--- src/mdfr_defs.vh ---
// Constants for the motor driver fault response block
`ifndef MDFR_DEFS_VH
`define MDFR_DEFS_VH

// Register byte offsets
`define MDFR_CFG_OFS       8'h00
`define MDFR_WDT_OFS       8'h04
`define MDFR_CTRL_OFS      8'h08
`define MDFR_STAT_OFS      8'h0C

// Configuration fields
`define MDFR_CFG_PTO_EN    0
`define MDFR_CFG_PRATE_EN  1
`define MDFR_CFG_UPLIM_LSB 2
`define MDFR_CFG_UP_MODE   5
`define MDFR_CFG_LOLIM_LSB 6
`define MDFR_CFG_LO_MODE   9
`define MDFR_CFG_WDT_EN    10
`define MDFR_CFG_WDT_ACT   11
`define MDFR_CFG_CAP_EN    12
`define MDFR_CFG_SAT_EN    13
`define MDFR_CFG_HWR_EN    14
`define MDFR_CFG_WIDTH     15
`define MDFR_CFG_RESET     15'h0000
`define MDFR_WDT_RESET     8'hFF

// Control fields
`define MDFR_CTRL_CLEAR    0
`define MDFR_CTRL_TICKLE   1

// Supply scale: codes in 0.5 V steps
`define MDFR_UP_BASE       8'h28
`define MDFR_UP_STEP       8'h04
`define MDFR_LO_BASE       8'h08
`define MDFR_LO_STEP       8'h02
`define MDFR_UP_HYS        8'h02
`define MDFR_LO_HYS        8'h01

// Timing
`define MDFR_CLK_KHZ       200000
`define MDFR_PROBE_TO_MS   500
`define MDFR_RETRY_MS      100
`define MDFR_WDT_TICK_MS   1

`endif

--- src/mdfr_sync.v ---
// Three-stage pin synchroniser with agreement filter
`timescale 1ns/10ps
module mdfr_sync (
    input  wire CLK,
    input  wire ARST_N,
    input  wire PIN,
    output reg  LEVEL
);
    reg s1;
    reg s2;
    reg s3;

    always @(posedge CLK or negedge ARST_N) begin
        if (!ARST_N) begin
            s1    <= 1'b0;
            s2    <= 1'b0;
            s3    <= 1'b0;
            LEVEL <= 1'b0;
        end else begin
            s1 <= PIN;
            s2 <= s1;
            s3 <= s2;
            // Only a settled value passes
            if (s2 == s3) begin
                LEVEL <= s3;
            end
        end
    end
endmodule // mdfr_sync

--- src/mdfr_fault_response.v ---
// Fault supervision and power stage response with AHB-Lite registers
//
// Our own choices: the address map and the AHB-Lite interface to the registers.
`timescale 1ns/10ps
`include "mdfr_defs.vh"

// Notes on behaviour
// (RULE1) With probe timeout enabled, a probe ramp longer than its limit faults, goes hi-z and retries.
// (RULE2) With probe rate enabled, a pulse starting before the last decayed faults, goes hi-z, retries.
// (RULE3) A supply over the nonzero upper limit goes hi-z, latched or recovered below limit minus 1 V.
// (RULE4) A supply under the nonzero lower limit goes hi-z, latched or recovered above limit plus 0.5 V.
// (RULE5) A missed host tickle while checking faults, keeping the stage or latching hi-z by action mode.
// (RULE6) Supply current over the enabled cap reports and restricts speed until it drops below.
// (RULE7) Enabled loop saturation is reported with the stage active and clears when the loop settles.
// (RULE8) A reported heat warning sets the driver fault and clears below threshold minus hysteresis.
// (RULE9) Heat shutdown sets the driver fault, goes hi-z and recovers below threshold minus hysteresis.
// (RULE10) Motor supply lockout turns off stage, pump and logic and holds everything in reset.
// (RULE11) Analog rail lockout turns off stage, pump and controller and holds everything in reset.
// (RULE12) Step-down feedback lockout turns off both regulator switches and holds reset.
// (RULE13) Pump rail undervoltage turns off the stage, pulls the fault pin and sets driver and pump flags.
// (RULE14) The pump low flag stays set after recovery until the host clears it.
// (RULE15) A latched fault is released only by a clear command once its condition has gone.
// (RULE16) The fault pin is low while any reported fault is active or latched; the latched f_pump alone does not pull it low, and lockout holds it high.
// (RULE17) A retry fault starts the retry timer, and its expiry re-enables the stage and clears the flag.
module mdfr_fault_response #(
    parameter PROBE_TO_CYC = `MDFR_PROBE_TO_MS * `MDFR_CLK_KHZ,
    parameter RETRY_CYC    = `MDFR_RETRY_MS * `MDFR_CLK_KHZ,
    parameter WDT_TICK_CYC = `MDFR_WDT_TICK_MS * `MDFR_CLK_KHZ
) (
    input  wire        CLK,
    input  wire        ARST_N,
    input  wire        HSEL,
    input  wire [31:0] HADDR,
    input  wire [1:0]  HTRANS,
    input  wire        HWRITE,
    input  wire [2:0]  HSIZE,
    input  wire [31:0] HWDATA,
    input  wire        HREADY,
    output wire        HREADYOUT,
    output wire        HRESP,
    output reg  [31:0] HRDATA,
    input  wire [7:0]  SUPPLY_LEVEL,
    input  wire        SUPPLY_CURRENT_OVER,
    input  wire        CURRENT_LOOP_SAT,
    input  wire        SPEED_LOOP_SAT,
    input  wire        REFERENCE_REACHED,
    input  wire        PROBE_RAMP_ACTIVE,
    input  wire        PROBE_PULSE_START,
    input  wire        PROBE_DECAYED,
    input  wire        MOTOR_SUPPLY_UV,
    input  wire        ANALOG_RAIL_UV,
    input  wire        STEP_DOWN_FEEDBACK_UV,
    input  wire        PUMP_RAIL_UV,
    input  wire        HEAT_WARNING_ABOVE,
    input  wire        HEAT_WARNING_HOLD,
    input  wire        HEAT_SHUTDOWN_ABOVE,
    input  wire        HEAT_SHUTDOWN_HOLD,
    output wire        FAULT_INDICATOR_PIN_N,
    output wire        STAGE_ENABLE,
    output wire        PUMP_ENABLE,
    output wire        STEP_DOWN_SWITCH_ENABLE,
    output wire        CONTROLLER_ACTIVE,
    output wire        SPEED_RESTRICT
);
    // ---------------------------------------------------------------
    // Pin synchronisers
    // ---------------------------------------------------------------
    wire [7:0] pin_raw;
    wire [7:0] pin;

    assign pin_raw = {HEAT_SHUTDOWN_HOLD, HEAT_SHUTDOWN_ABOVE, HEAT_WARNING_HOLD,
                      HEAT_WARNING_ABOVE, PUMP_RAIL_UV, STEP_DOWN_FEEDBACK_UV,
                      ANALOG_RAIL_UV, MOTOR_SUPPLY_UV};

    genvar gi;
    generate
        for (gi = 0; gi < 8; gi = gi + 1) begin : g_sync
            mdfr_sync u_sync (
                .CLK    (CLK),
                .ARST_N (ARST_N),
                .PIN    (pin_raw[gi]),
                .LEVEL  (pin[gi])
            );
        end
    endgenerate

    wire motor_uv   = pin[0];
    wire analog_uv  = pin[1];
    wire step_uv    = pin[2];
    wire pump_uv    = pin[3];
    wire warn_above = pin[4];
    wire warn_hold  = pin[5];
    wire shut_above = pin[6];
    wire shut_hold  = pin[7];

    // Any rail lockout holds configuration, timers and fault flags at reset values
    wire lockout = motor_uv | analog_uv | step_uv; // RULE10 RULE11 RULE12

    // ---------------------------------------------------------------
    // AHB-Lite slave
    // ---------------------------------------------------------------
    reg  [`MDFR_CFG_WIDTH-1:0] cfg;
    reg  [7:0]                 wdt_interval;
    reg                        dp_write;
    reg  [7:0]                 dp_addr;
    wire [31:0]                status;

    wire ap_valid = HSEL & HREADY & HTRANS[1];
    wire wr_cfg   = dp_write & (dp_addr == `MDFR_CFG_OFS);
    wire wr_wdt   = dp_write & (dp_addr == `MDFR_WDT_OFS);
    wire wr_ctrl  = dp_write & (dp_addr == `MDFR_CTRL_OFS);
    wire clear    = wr_ctrl & HWDATA[`MDFR_CTRL_CLEAR];
    wire tickle   = wr_ctrl & HWDATA[`MDFR_CTRL_TICKLE];

    // Zero wait states, so the bus never stalls
    assign HREADYOUT = 1'b1;
    assign HRESP     = 1'b0;

    always @(posedge CLK or negedge ARST_N) begin
        if (!ARST_N) begin
            dp_write <= 1'b0;
            dp_addr  <= 8'h00;
            HRDATA   <= 32'h0000_0000;
        end else begin
            dp_write <= ap_valid & HWRITE;
            dp_addr  <= {HADDR[7:2], 2'b00};
            if (ap_valid & ~HWRITE) begin
                case ({HADDR[7:2], 2'b00})
                    `MDFR_CFG_OFS:  HRDATA <= {17'h00000, cfg};
                    `MDFR_WDT_OFS:  HRDATA <= {24'h000000, wdt_interval};
                    `MDFR_STAT_OFS: HRDATA <= status;
                    default:        HRDATA <= 32'h0000_0000;
                endcase
            end
        end
    end

    always @(posedge CLK or negedge ARST_N) begin
        if (!ARST_N) begin
            cfg          <= `MDFR_CFG_RESET;
            wdt_interval <= `MDFR_WDT_RESET;
        end else if (lockout) begin
            cfg          <= `MDFR_CFG_RESET;
            wdt_interval <= `MDFR_WDT_RESET;
        end else begin
            if (wr_cfg) begin
                cfg <= HWDATA[`MDFR_CFG_WIDTH-1:0];
            end
            if (wr_wdt) begin
                wdt_interval <= HWDATA[7:0];
            end
        end
    end

    wire       pto_en   = cfg[`MDFR_CFG_PTO_EN];
    wire       prate_en = cfg[`MDFR_CFG_PRATE_EN];
    wire [2:0] up_lim   = cfg[`MDFR_CFG_UPLIM_LSB+2:`MDFR_CFG_UPLIM_LSB];
    wire       up_mode  = cfg[`MDFR_CFG_UP_MODE];
    wire [2:0] lo_lim   = cfg[`MDFR_CFG_LOLIM_LSB+2:`MDFR_CFG_LOLIM_LSB];
    wire       lo_mode  = cfg[`MDFR_CFG_LO_MODE];
    wire       wdt_en   = cfg[`MDFR_CFG_WDT_EN];
    wire       wdt_act  = cfg[`MDFR_CFG_WDT_ACT];
    wire       cap_en   = cfg[`MDFR_CFG_CAP_EN];
    wire       sat_en   = cfg[`MDFR_CFG_SAT_EN];
    wire       hwr_en   = cfg[`MDFR_CFG_HWR_EN];

    // ---------------------------------------------------------------
    // Supply limits
    // ---------------------------------------------------------------
    wire [7:0] up_thr = `MDFR_UP_BASE + (`MDFR_UP_STEP * {5'h00, up_lim});
    wire [7:0] lo_thr = `MDFR_LO_BASE + (`MDFR_LO_STEP * {5'h00, lo_lim});

    wire up_over  = (up_lim != 3'b000) & (SUPPLY_LEVEL > up_thr); // RULE3
    wire up_back  = SUPPLY_LEVEL < (up_thr - `MDFR_UP_HYS); // RULE3
    wire lo_under = (lo_lim != 3'b000) & (SUPPLY_LEVEL < lo_thr); // RULE4
    wire lo_back  = SUPPLY_LEVEL > (lo_thr + `MDFR_LO_HYS); // RULE4

    // ---------------------------------------------------------------
    // Probe supervision and retry timer
    // ---------------------------------------------------------------
    reg  [31:0] probe_cnt;
    reg  [31:0] retry_cnt;
    reg         retry_run;
    reg         f_pto;
    reg         f_prate;

    wire pto_hit   = pto_en & PROBE_RAMP_ACTIVE & (probe_cnt == PROBE_TO_CYC); // RULE1
    wire prate_hit = prate_en & PROBE_PULSE_START & ~PROBE_DECAYED; // RULE2
    wire retry_end = retry_run & (retry_cnt == 32'h0000_0001);

    always @(posedge CLK or negedge ARST_N) begin
        if (!ARST_N) begin
            probe_cnt <= 32'h0000_0000;
            retry_cnt <= 32'h0000_0000;
            retry_run <= 1'b0;
            f_pto     <= 1'b0;
            f_prate   <= 1'b0;
        end else if (lockout) begin
            probe_cnt <= 32'h0000_0000;
            retry_cnt <= 32'h0000_0000;
            retry_run <= 1'b0;
            f_pto     <= 1'b0;
            f_prate   <= 1'b0;
        end else begin
            // Counter saturates so a stuck ramp reports only once
            if (!PROBE_RAMP_ACTIVE) begin
                probe_cnt <= 32'h0000_0000;
            end else if (probe_cnt <= PROBE_TO_CYC) begin
                probe_cnt <= probe_cnt + 32'h0000_0001;
            end
            if (pto_hit | prate_hit) begin
                retry_cnt <= RETRY_CYC; // RULE17
                retry_run <= 1'b1;
            end else if (retry_run) begin
                retry_cnt <= retry_cnt - 32'h0000_0001;
                if (retry_end) begin
                    retry_run <= 1'b0; // RULE17
                end
            end
            if (pto_hit) begin
                f_pto <= 1'b1; // RULE1
            end else if (retry_end) begin
                f_pto <= 1'b0; // RULE17
            end
            if (prate_hit) begin
                f_prate <= 1'b1; // RULE2
            end else if (retry_end) begin
                f_prate <= 1'b0; // RULE17
            end
        end
    end

    // ---------------------------------------------------------------
    // Host tickle watchdog
    // ---------------------------------------------------------------
    reg [31:0] tick_cnt;
    reg [7:0]  ms_cnt;
    reg        f_wdt;

    wire ms_tick = (tick_cnt == WDT_TICK_CYC - 1);
    wire wdt_hit = wdt_en & ~tickle & ms_tick & (ms_cnt + 8'h01 >= wdt_interval); // RULE5

    always @(posedge CLK or negedge ARST_N) begin
        if (!ARST_N) begin
            tick_cnt <= 32'h0000_0000;
            ms_cnt   <= 8'h00;
            f_wdt    <= 1'b0;
        end else if (lockout) begin
            tick_cnt <= 32'h0000_0000;
            ms_cnt   <= 8'h00;
            f_wdt    <= 1'b0;
        end else begin
            if (!wdt_en | tickle | ms_tick) begin
                tick_cnt <= 32'h0000_0000;
            end else begin
                tick_cnt <= tick_cnt + 32'h0000_0001;
            end
            if (!wdt_en | tickle | wdt_hit) begin
                ms_cnt <= 8'h00;
            end else if (ms_tick) begin
                ms_cnt <= ms_cnt + 8'h01;
            end
            // Set wins over a clear in the same cycle
            if (wdt_hit) begin
                f_wdt <= 1'b1; // RULE5
            end else if (clear) begin
                f_wdt <= 1'b0; // RULE15
            end
        end
    end

    // ---------------------------------------------------------------
    // Level faults and their recovery
    // ---------------------------------------------------------------
    reg f_up;
    reg f_lo;
    reg f_cap;
    reg f_csat;
    reg f_ssat;
    reg f_warn;
    reg f_shut;
    reg f_pump;

    always @(posedge CLK or negedge ARST_N) begin
        if (!ARST_N) begin
            f_up   <= 1'b0;
            f_lo   <= 1'b0;
            f_cap  <= 1'b0;
            f_csat <= 1'b0;
            f_ssat <= 1'b0;
            f_warn <= 1'b0;
            f_shut <= 1'b0;
            f_pump <= 1'b0;
        end else if (lockout) begin
            f_up   <= 1'b0;
            f_lo   <= 1'b0;
            f_cap  <= 1'b0;
            f_csat <= 1'b0;
            f_ssat <= 1'b0;
            f_warn <= 1'b0;
            f_shut <= 1'b0;
            f_pump <= 1'b0;
        end else begin
            if (up_over) begin
                f_up <= 1'b1; // RULE3
            end else if (up_mode ? up_back : clear) begin
                f_up <= 1'b0; // RULE3 RULE15
            end
            if (lo_under) begin
                f_lo <= 1'b1; // RULE4
            end else if (lo_mode ? lo_back : clear) begin
                f_lo <= 1'b0; // RULE4 RULE15
            end
            f_cap <= cap_en & SUPPLY_CURRENT_OVER; // RULE6
            if (sat_en & CURRENT_LOOP_SAT) begin
                f_csat <= 1'b1; // RULE7
            end else if (!sat_en | REFERENCE_REACHED) begin
                f_csat <= 1'b0; // RULE7
            end
            if (sat_en & SPEED_LOOP_SAT) begin
                f_ssat <= 1'b1; // RULE7
            end else if (!sat_en | REFERENCE_REACHED) begin
                f_ssat <= 1'b0; // RULE7
            end
            if (hwr_en & warn_above) begin
                f_warn <= 1'b1; // RULE8
            end else if (!hwr_en | !warn_hold) begin
                f_warn <= 1'b0; // RULE8
            end
            if (shut_above) begin
                f_shut <= 1'b1; // RULE9
            end else if (!shut_hold) begin
                f_shut <= 1'b0; // RULE9
            end
            if (pump_uv) begin
                f_pump <= 1'b1; // RULE13
            end else if (clear) begin
                f_pump <= 1'b0; // RULE14
            end
        end
    end

    // ---------------------------------------------------------------
    // Outputs and status
    // ---------------------------------------------------------------
    wire driver_fault = f_warn | f_shut | pump_uv; // RULE8 RULE9 RULE13
    wire ctrl_fault   = f_pto | f_prate | f_up | f_lo | f_wdt | f_cap | f_csat | f_ssat;
    wire stage_hiz    = f_pto | f_prate | f_up | f_lo | (f_wdt & wdt_act) | f_shut
                        | pump_uv; // RULE1 RULE2 RULE3 RULE4 RULE5 RULE9 RULE13

    assign FAULT_INDICATOR_PIN_N   = lockout | ~(driver_fault | ctrl_fault); // RULE16
    assign STAGE_ENABLE            = ~lockout & ~stage_hiz; // RULE10 RULE11
    assign PUMP_ENABLE             = ~(motor_uv | analog_uv); // RULE10 RULE11
    assign STEP_DOWN_SWITCH_ENABLE = ~step_uv; // RULE12
    assign CONTROLLER_ACTIVE       = ~lockout; // RULE10 RULE11 RULE12
    assign SPEED_RESTRICT          = f_cap; // RULE6

    assign status = {18'h00000, stage_hiz, f_pump, f_shut, f_warn, f_ssat, f_csat,
                     f_cap, f_wdt, f_lo, f_up, f_prate, f_pto, ctrl_fault, driver_fault};
endmodule // mdfr_fault_response

--- config.mk ---
export PLATFORM = sky130hd
export DESIGN_NAME = mdfr_fault_response
export DESIGN_NICKNAME = d
export VERILOG_FILES = /design/src/mdfr_sync.v /design/src/mdfr_fault_response.v
export VERILOG_INCLUDE_DIRS = /design/src
export SDC_FILE = /design/constraint.sdc
export NUM_CORES = 1
export LEC_CHECK = 0
export BUFFER_PORTS_ARGS = -buffer_cell sky130_fd_sc_hd__buf_2
export CORE_UTILIZATION = 58
export DETAILED_ROUTE_END_ITERATION = 6
export GPL_ROUTABILITY_DRIVEN = 0
export PLACE_DENSITY = 0.81
export SLEW_MARGIN = 5
export SYNTH_ARGS = -nofsm -noshare
export SYNTH_HDL_FRONTEND = slang
export SYNTH_SLANG_ARGS = --single-unit
--- constraint.sdc ---
create_clock -name CLK -period 2.9 [get_ports CLK]
set_input_delay 0.58 -clock CLK [delete_from_list [all_inputs] [get_ports CLK]]
set_output_delay 0.58 -clock CLK [all_outputs]
set_load 0.02 [all_outputs]
==> results of run 1 <==
power breakdown:
group / leakage [uW] / total [uW] / switching [uW] / internal [uW]
Sequential: 0.00258 / 2750 / 21.8 / 2730
Combinational: 0.00180 / 263 / 187 / 76.4
Clock: 0.000296 / 2420 / 1220 / 1200
Total: 0.00468 / 5430 / 1430 / 4000
worst reg2reg max path: cells and delay by family, from the launching register on:
kind / cells / cell delay [ns]
compound gates: 3 / 0.62
simple gates: 3 / 1.07
buf+inv: 2 / 0.32
fa+ha+maj: 1 / 0.15
flops: 1 / 0.42
per-layer routing:
metal	GRT usage (%)	share of wire (%)	wire, um
met2	42.5	49	9890
met5	0	0	0
met1	33.7	45	9020
met3	4.95	4.3	864
met4	8.62	1.5	302
path summary, 6_finish.rpt:
kind / end / slack, ns / depth (start not counted)
worst max-delay path: probe_cnt[13] / 0.25 / 9
worst min-delay path: probe_cnt[6] / 0.11 / 1
worst max register to register: probe_cnt[13] / 0.25 / 9
worst min register to register: g_sync[5].u_sync.s2 / 0.35 / 0
max in group asynchronous: dp_addr[4] / 2.05 / 2
min in group CLK: g_sync[4].u_sync.s1 / 0.24 / 1
state kept, by name (all words and copies together), names as in the netlist, 6 cells and up:
signal,cells
tick_cnt,32
HRDATA,15
g_sync.u_sync.LEVEL,8
wdt_interval,8
g_sync.u_sync.s1,8
probe_cnt,32
dp_addr,6
g_sync.u_sync.s3,8
ms_cnt,8
retry_cnt,32
g_sync.u_sync.s2,8
cfg,15
cell families (layout without fill, tap and decap cells):
| group | Yosys count | after routing |
|---|---|---|
| other cells | 2 | 20 |
| simple gates | 396 | 396 |
| mux | 16 | 16 |
| fa+ha+maj | 41 | 41 |
| xor+xnor | 65 | 65 |
| buf+inv | 87 | 155 |
| flops | 193 | 193 |
| compound gates | 151 | 151 |
layout make-up:
type / count / share of cell area [%]
Antenna cell: 1 / 0.0235
Clock buffer: 17 / 4.00
Clock inverter: 15 / 1.92
Inverter: 34 / 1.20
Multi-Input combinational cell: 688 / 39.8
Sequential cell: 193 / 45.5
Tap cell: 216 / 2.54
Timing Repair Buffer: 89 / 5.07
cell usage in the layout (no fill, tap or decap), drive strengths merged, types with 6 or more instances in the layout:
cell type  instances
nor2             108
nand4             15
nor3              21
and3              21
maj3               8
dfstp              8
nand3             30
o211ai            14
xnor2             34
nor2b              6
nand2b            10
o31ai             14
ha                33
a21oi             47
o21ai             41
conb              19
inv               41
xor2              31
clkinv             6
clkbuf            18
dfrtp            185
mux2i             16
nor4              26
or3               22
buf               88
a22oi             15
or4               15
nand2             99
per-stage QoR:
stage / power (uW) / cells
2_1_floorplan: 2930 / 968
3_3_place_gp: 3060 / 1220
3_5_place_dp: 3070 / 1220
4_1_cts: 5460 / 1252
5_1_grt: 5610 / 1253
6_report: 5430 / 1253
==> results.md, run 1 <==
- The flow ran to the end, and the final reports show no timing, DRC or antenna violations.
- After routing the design area is ~11000 sq um.
- The number of global-route vias before repair is approximately 7000.
- The path category of the worst min-delay check is in -> async.
- The critical path is of the reg -> reg type.
- The async set-or-reset flop fraction in the synthesized netlist is 100%.
- The initial antenna violation count is 1.
- The average vias per placed instance is approximately 5.7.
- The clock period minus worst slack is about 2.7 ns.
- The proportion of netlist area held by the largest area contributor is 49.1%.
- about 140 I/O pins were placed.
- The DRC marker count from the first detailed-route iteration is about 490.
- Clock-pin slew was measured on the worst setup and hold paths at ~0.08 ns.
- The longest clock path from root to sink contains 2 buffers.
- The core area is between 15000 and 20000 sq um.
- The critical path contains buffers and inverters numbering 2 combined.
- STA puts the critical path data required time at 3.28 ns.
- The data arrival at the endpoint of the critical path is between 3 and 4 ns.
- The DRC violation count after routing is 0.
- The multi-input combinational cells in the finished layout cover a total of about 4200 sq um.
- The final worst setup slack is about 0.25 ns.
- The synthesized instance count is approximately 950.
- The most repeated cell in the gate-level netlist after synthesis is sky130_fd_sc_hd__dfrtp_1.
- The floorplan die area is 16800 sq um.
- The placed instances occupy a cell area of approximately 10000 sq um.
- The starting density of the core is 59.3%.
- In this run the horizontal extent of the chip is between 100 and 150 um.
- The clock reaches the later pin of the worst-skew pair after approximately 0.44 ns.
- Yosys printed 0 warnings.
- The post-synthesis adder-cell area fraction is 5.23%.
- Across all hold checks on the routed design, the worst slack comes to 0.107 ns.
- After synthesis, the largest family of logic cells by area is simple AND/OR/NAND/NOR gates.
- The total congestion overflow is 0.
- Broken down by cell family, the worst path's largest delay share belongs to simple AND/OR/NAND/NOR gates.
- The start of the worst register-to-register path is probe_cnt[0].
- The fmax is around 0.38 GHz.
- The fraction of layout cells with a size suffix above 1 is between 10 and 15%.
- Of the total synthesized cell area, the portion taken by AND, OR, NAND and NOR gates is between 20% and 30%.
- In this run the tightest slew margin relative to its limit is 46.3%.
- The number of post-CTS setup repair buffers is 0.
- VDD sags by at most 544 uV.
- The final-report max-slew violation count is 0.
- The synthesized netlist devotes approximately a tenth of its cell area to compound gates.
- In the final layout, flip-flops and latches occupy 4840 sq um.
- The biggest area consumer among synthesized cells is sky130_fd_sc_hd__dfrtp_1.
- Measured against the total synthesized area, the mux share comes to under 10%.
- The setup slack at placement is between 0.2 and 0.3 ns.
- The number of optimization iterations in the first detailed-route pass is 5.
- The number of buffers created by CTS is 17.
- After synthesis the netlist holds a flip-flop and latch count of 193.
- TritonCTS built the clock tree.
- The number of synthesized flops with an enable pin is 0.
- Traced cell by cell, the critical path runs through inv_1 -> ha_1 -> nor4bb_1 -> nand4_1 -> o31ai_2 -> o211ai_1 -> buf_4 -> or4_1 -> a21oi_1.
- In this design, the stage delay of the slowest critical-path cell is ~0.52 ns.
- Setup repair after global routing left no endpoint under its margin.
- From bottom edge to top edge, the die measures ~130 um.
- The sequential-to-total area share from yosys stat is 51.4%.
- The largest fanout on the critical path is 18.
- The synthesized-area fraction occupied by xor and xnor cells is under 10%.
- The number of I/O port buffers is 70.
- After synthesis, the cell types taking the most area are sky130_fd_sc_hd__dfrtp_1, sky130_fd_sc_hd__ha_1, sky130_fd_sc_hd__nor2_1.
- The layout-stage area growth over the synthesis result is 13.0%.
- In this run, post-CTS hold repair placed 0 buffers.
- The tree built by TritonCTS fans out to about 190 sinks.
- The tool flagged a number of max-cap violations equal to 0.
- The power per standard cell area is 510 nW/um^2.
- In the synthesized netlist the dominant register cell turns out to be sky130_fd_sc_hd__dfrtp_1.
- For the pin with the worst max-slew slack, the measured transition is between 0.8 and 0.9 ns.
- The cell area after technology mapping is 9420 sq um.
- Sorting the synthesized cells by how often they occur yields sky130_fd_sc_hd__dfrtp_1, sky130_fd_sc_hd__nor2_1, sky130_fd_sc_hd__nand2_1, sky130_fd_sc_hd__a21oi_1, sky130_fd_sc_hd__o21ai_0.
- The clock skew after layout is around 0.011 ns.
- The post-cts gate resize count is 0.
- The per-cell routed wire length is approximately 16 um.
- The average size of a mapped cell is just under 10 sq um.
- The final layout contains 1153 nets.
- The worst setup path is captured at a flop.
- STA classifies the critical path startpoint as a flop.
- The global router's overall resource usage is between 20% and 30%.
- For this run, the share of the core covered by cells in the final layout is around 67%.
- The beginning of the critical path is probe_cnt[0].
- Entering global routing, the biggest net connects 69 pins.
- The number of rows in the core area is 46.
- Once detail routing completed, the nets flagged for antenna violations numbered 0.
- The detailed router placed ~7100 vias in this run.
- The total routed wirelength is around 20000 um.
- The share of the clock period used by the worst path is 91.4%.
- The total negative setup slack is 0 ns.
- The hold violation count in the final report is 0.
- The first global-routing pass estimated between 30000 and 40000 um of wire.
- The static leakage is between 0.004 and 0.005 uW.
- Setup violations remaining at the end of the flow were counted as 0.
- The count of different cell masters after synthesis is 61.
- The post-detailed-placement half-perimeter wirelength is roughly 14000 um.
- The slowest stage of the critical path belongs to the cell sky130_fd_sc_hd__or4_1.
- The filler cell count in the final layout is approximately 1200.
- The H-tree level count is 4.
- The root buffer cell is sky130_fd_sc_hd__clkbuf_16.
(Power assumes the default switching activity.)
==> run 2, diff against run 1 <==
--- a/config.mk
+++ b/config.mk
@@ -7,6 +7,7 @@
 export NUM_CORES = 1
 export LEC_CHECK = 0
 export BUFFER_PORTS_ARGS = -buffer_cell sky130_fd_sc_hd__buf_2
+export CORE_MARGIN = 4
 export CORE_UTILIZATION = 58
 export DETAILED_ROUTE_END_ITERATION = 6
 export GPL_ROUTABILITY_DRIVEN = 0
==> results.md, run 2 (synthesis results as in run 1) <==
- Result of the run: completed (unchanged).
- The cell with the largest stage delay on the worst path was sky130_fd_sc_hd__or4_1 (unchanged).
- The initial antenna violation count came to 0 (was 1).
- The maximum single-stage delay on the critical path is 0.52 ns (about the same).
- The count of nets after finishing is 1154 (was 1153).
- The layout-stage area growth over the synthesis result is 13.1% (was 13.0%).
- The post-route non-filler standard cell count is 1253 (unchanged).
- The type of element launching the critical path is a flop (unchanged).
- The floorplan die area came to 18300 sq um (was 16800 sq um).
- The pin count of the biggest net entering global routing is 65 (was 69).
- The total number of clock tree sinks is 193 (unchanged).
- The number of nets with antenna violations after detailed routing is 0 (unchanged).
- The hold buffer count at cts is 0 (unchanged).
- Largest registers: probe_cnt x32, retry_cnt x32, tick_cnt x32 (unchanged).
- The first-pass GRT wire length is 34800 um (was 33100 um).
- The clock period minus worst slack came to 2.68 ns (was 2.65 ns).
- The die boundary height is 135 um (was 129 um).
- The starting density of the core is 59.3% (unchanged).
- The core area is 15900 sq um (unchanged).
- The total routed wirelength came to 20700 um (was 20100 um).
- The clock tree from TritonCTS is done (unchanged).
- The number of optimization iterations in the first detailed-route pass is 5 (unchanged).
- The maximum buffer depth of the clock tree is 2 (unchanged).
- The clock network latency to the later pin of the worst-skew pair is 0.45 ns (was 0.44 ns).
- The DRC marker count from the first detailed-route iteration was 585 (was 486).
- The static leakage is 0.00469 uW (was 0.00468 uW).
- The fmax is 0.373 GHz (was 0.377 GHz).
- The placed standard-cell area is 10000 sq um (about the same).
- The actual slew at the worst max-slew pin is 0.764 ns (was 0.806 ns).
- The number of post-CTS setup repair buffers is 0 (unchanged).
- The power per standard cell area is 514 nW/um^2 (was 510 nW/um^2).
- The total congestion overflow is 0 (unchanged).
- The total negative setup slack came to 0 ns (unchanged).
- The DRC violation count after routing is 0 (unchanged).
- RSZ-0062 raised after global routing: false (unchanged).
- The area of all sequential standard cells is 4840 sq um (unchanged).
- The number of I/O port buffers is 70 (unchanged).
- The required time of the critical path is 3.26 ns (was 3.28 ns).
- The startpoint-to-endpoint class of the critical path is reg -> reg (unchanged).
- The average vias per placed instance was 5.77 (was 5.66).
- The fraction of layout cells with a size suffix above 1 is 14.0% (was 13.9%).
- The final-report max-slew violation count is 0 (unchanged).
- The root buffer cell was sky130_fd_sc_hd__clkbuf_16 (unchanged).
- The number of global-route vias before repair came to 7151 (was 6889).
- The H-tree level count was 4 (unchanged).
- The number of primary I/O pins is 137 (unchanged).
- The largest fanout on the critical path is 18 (unchanged).
- The number of rows in the core area came to 46 (unchanged).
- The die span in x is 135 um (was 129 um).
- The post-cts gate resize count is 0 (unchanged).
- The highest ir drop seen on vdd came to 564 uV (was 544 uV).
- The clock-pin slew on the worst setup and hold paths is 0.08 ns (about the same).
- The via total after detailed routing is 7234 (was 7097).
- The number of buffers created by CTS is 17 (unchanged).
- The footprint of the multi-input gates came to 4230 sq um (unchanged).
- The kind of end point of the critical path was a flop (unchanged).
- The hold violation count in the final report is 0 (unchanged).
- The total instance count after detailed placement is 1221 (was 1220).
- The kind of cell with the highest combined delay on the critical path is simple AND/OR/NAND/NOR gates (unchanged).
- The post-detailed-placement half-perimeter wirelength is 14200 um (was 14100 um).
- The data arrival at the endpoint of the critical path is 3.04 ns (was 3.03 ns).
- The most frequent standard cell in the layout excluding fill and tap cells is sky130_fd_sc_hd__dfrtp_1 (unchanged).
- The clock skew after layout came to 0.0126 ns (was 0.0110 ns).
- The count of inserted antenna diode cells is 0 (was 1).
- Cell chain of the critical path: inv_1 -> ha_1 -> nor4bb_1 -> nand4_1 -> o31ai_2 -> o211ai_1 -> buf_4 -> or4_1 -> a21oi_1 (unchanged).
- The global router's overall resource usage is 23.6% (was 25.5%).
- The final instance area came to 10600 sq um (about the same).
- The per-cell routed wire length is 16.5 um (was 16.0 um).
- The total buffers and inverters traversed by the critical path was 2 (unchanged).
- The worst slew margin relative to its limit was 49.0% (was 46.3%).
- The share of the clock period used by the worst path is 92.5% (was 91.4%).
- The path category of the worst min-delay check is in -> async (unchanged).
- The filler cell count in the final layout is 1244 (was 1232).
- The final number of setup-violating endpoints came to 0 (unchanged).
- Most frequent cells in the layout: sky130_fd_sc_hd__dfrtp_1, sky130_fd_sc_hd__nor2_1, sky130_fd_sc_hd__nand2_1 (unchanged).
- The max capacitance violation total is 0 (unchanged).
[run 2: final timing paths]
kind / startpoint / endpoint / slack [ns] / cells past startpoint
max in group asynchronous: ARST_N / retry_run / 2.08 / 2
setup / recovery: probe_cnt[0] / probe_cnt[13] / 0.22 / 9
min in group CLK: STEP_DOWN_FEEDBACK_UV / g_sync[2].u_sync.s1 / 0.23 / 1
hold reg to reg: g_sync[2].u_sync.s1 / g_sync[2].u_sync.s2 / 0.35 / 0
setup reg to reg: probe_cnt[0] / probe_cnt[13] / 0.22 / 9
hold / removal: ARST_N / probe_cnt[4] / 0.1 / 1
[run 2: layer usage]
layer / routed length [um] / global-route usage (%) / vias up / share of wire [%]
li1: - / - / 3448 / -
met1: 9130 / 31.9 / 3536 / 44
met2: 10200 / 39.0 / 217 / 49
met3: 1020 / 4.75 / 33 / 4.9
met4: 355 / 7.00 / 0 / 1.7
met5: 0 / 0 / - / 0
[run 2: report_power, final]
part	switching [uW]	internal, uW	total [uW]
clock network	1260	1200	2460
logic	190	78.4	268
registers	22.3	2730	2750
total	1470	4010	5480
[run 2: layout make-up]
class,count,share of cell area (%)
Sequential cell,193,45.4
Multi-Input combinational cell,688,39.7
Timing Repair Buffer,90,5.02
Clock buffer,17,3.99
Tap cell,216,2.54
Clock inverter,15,2.06
Inverter,34,1.20
[run 2: stage by stage]
step	total power, uW	worst slack [ns]	hold slack, ns	utilization [%]
2_1_floorplan	2930	0.372	0.284	-
3_3_place_gp	3060	0.370	0.333	63.0
3_5_place_dp	3070	0.313	0.335	63.0
4_1_cts	5510	0.249	0.123	67.0
5_1_grt	5660	0.0555	0.137	67.0
6_report	5480	0.219	0.0967	67.0
[run 2: worst register-to-register path, cell delays in order (launching register included)]
cell	delay [ns]
sky130_fd_sc_hd__dfrtp_1	0.42
sky130_fd_sc_hd__inv_1	0.11
sky130_fd_sc_hd__ha_1	0.14
sky130_fd_sc_hd__nor4bb_1	0.34
sky130_fd_sc_hd__nand4_1	0.20
sky130_fd_sc_hd__o31ai_2	0.34
sky130_fd_sc_hd__o211ai_1	0.12
sky130_fd_sc_hd__buf_4	0.21
sky130_fd_sc_hd__or4_1	0.53
sky130_fd_sc_hd__a21oi_1	0.18
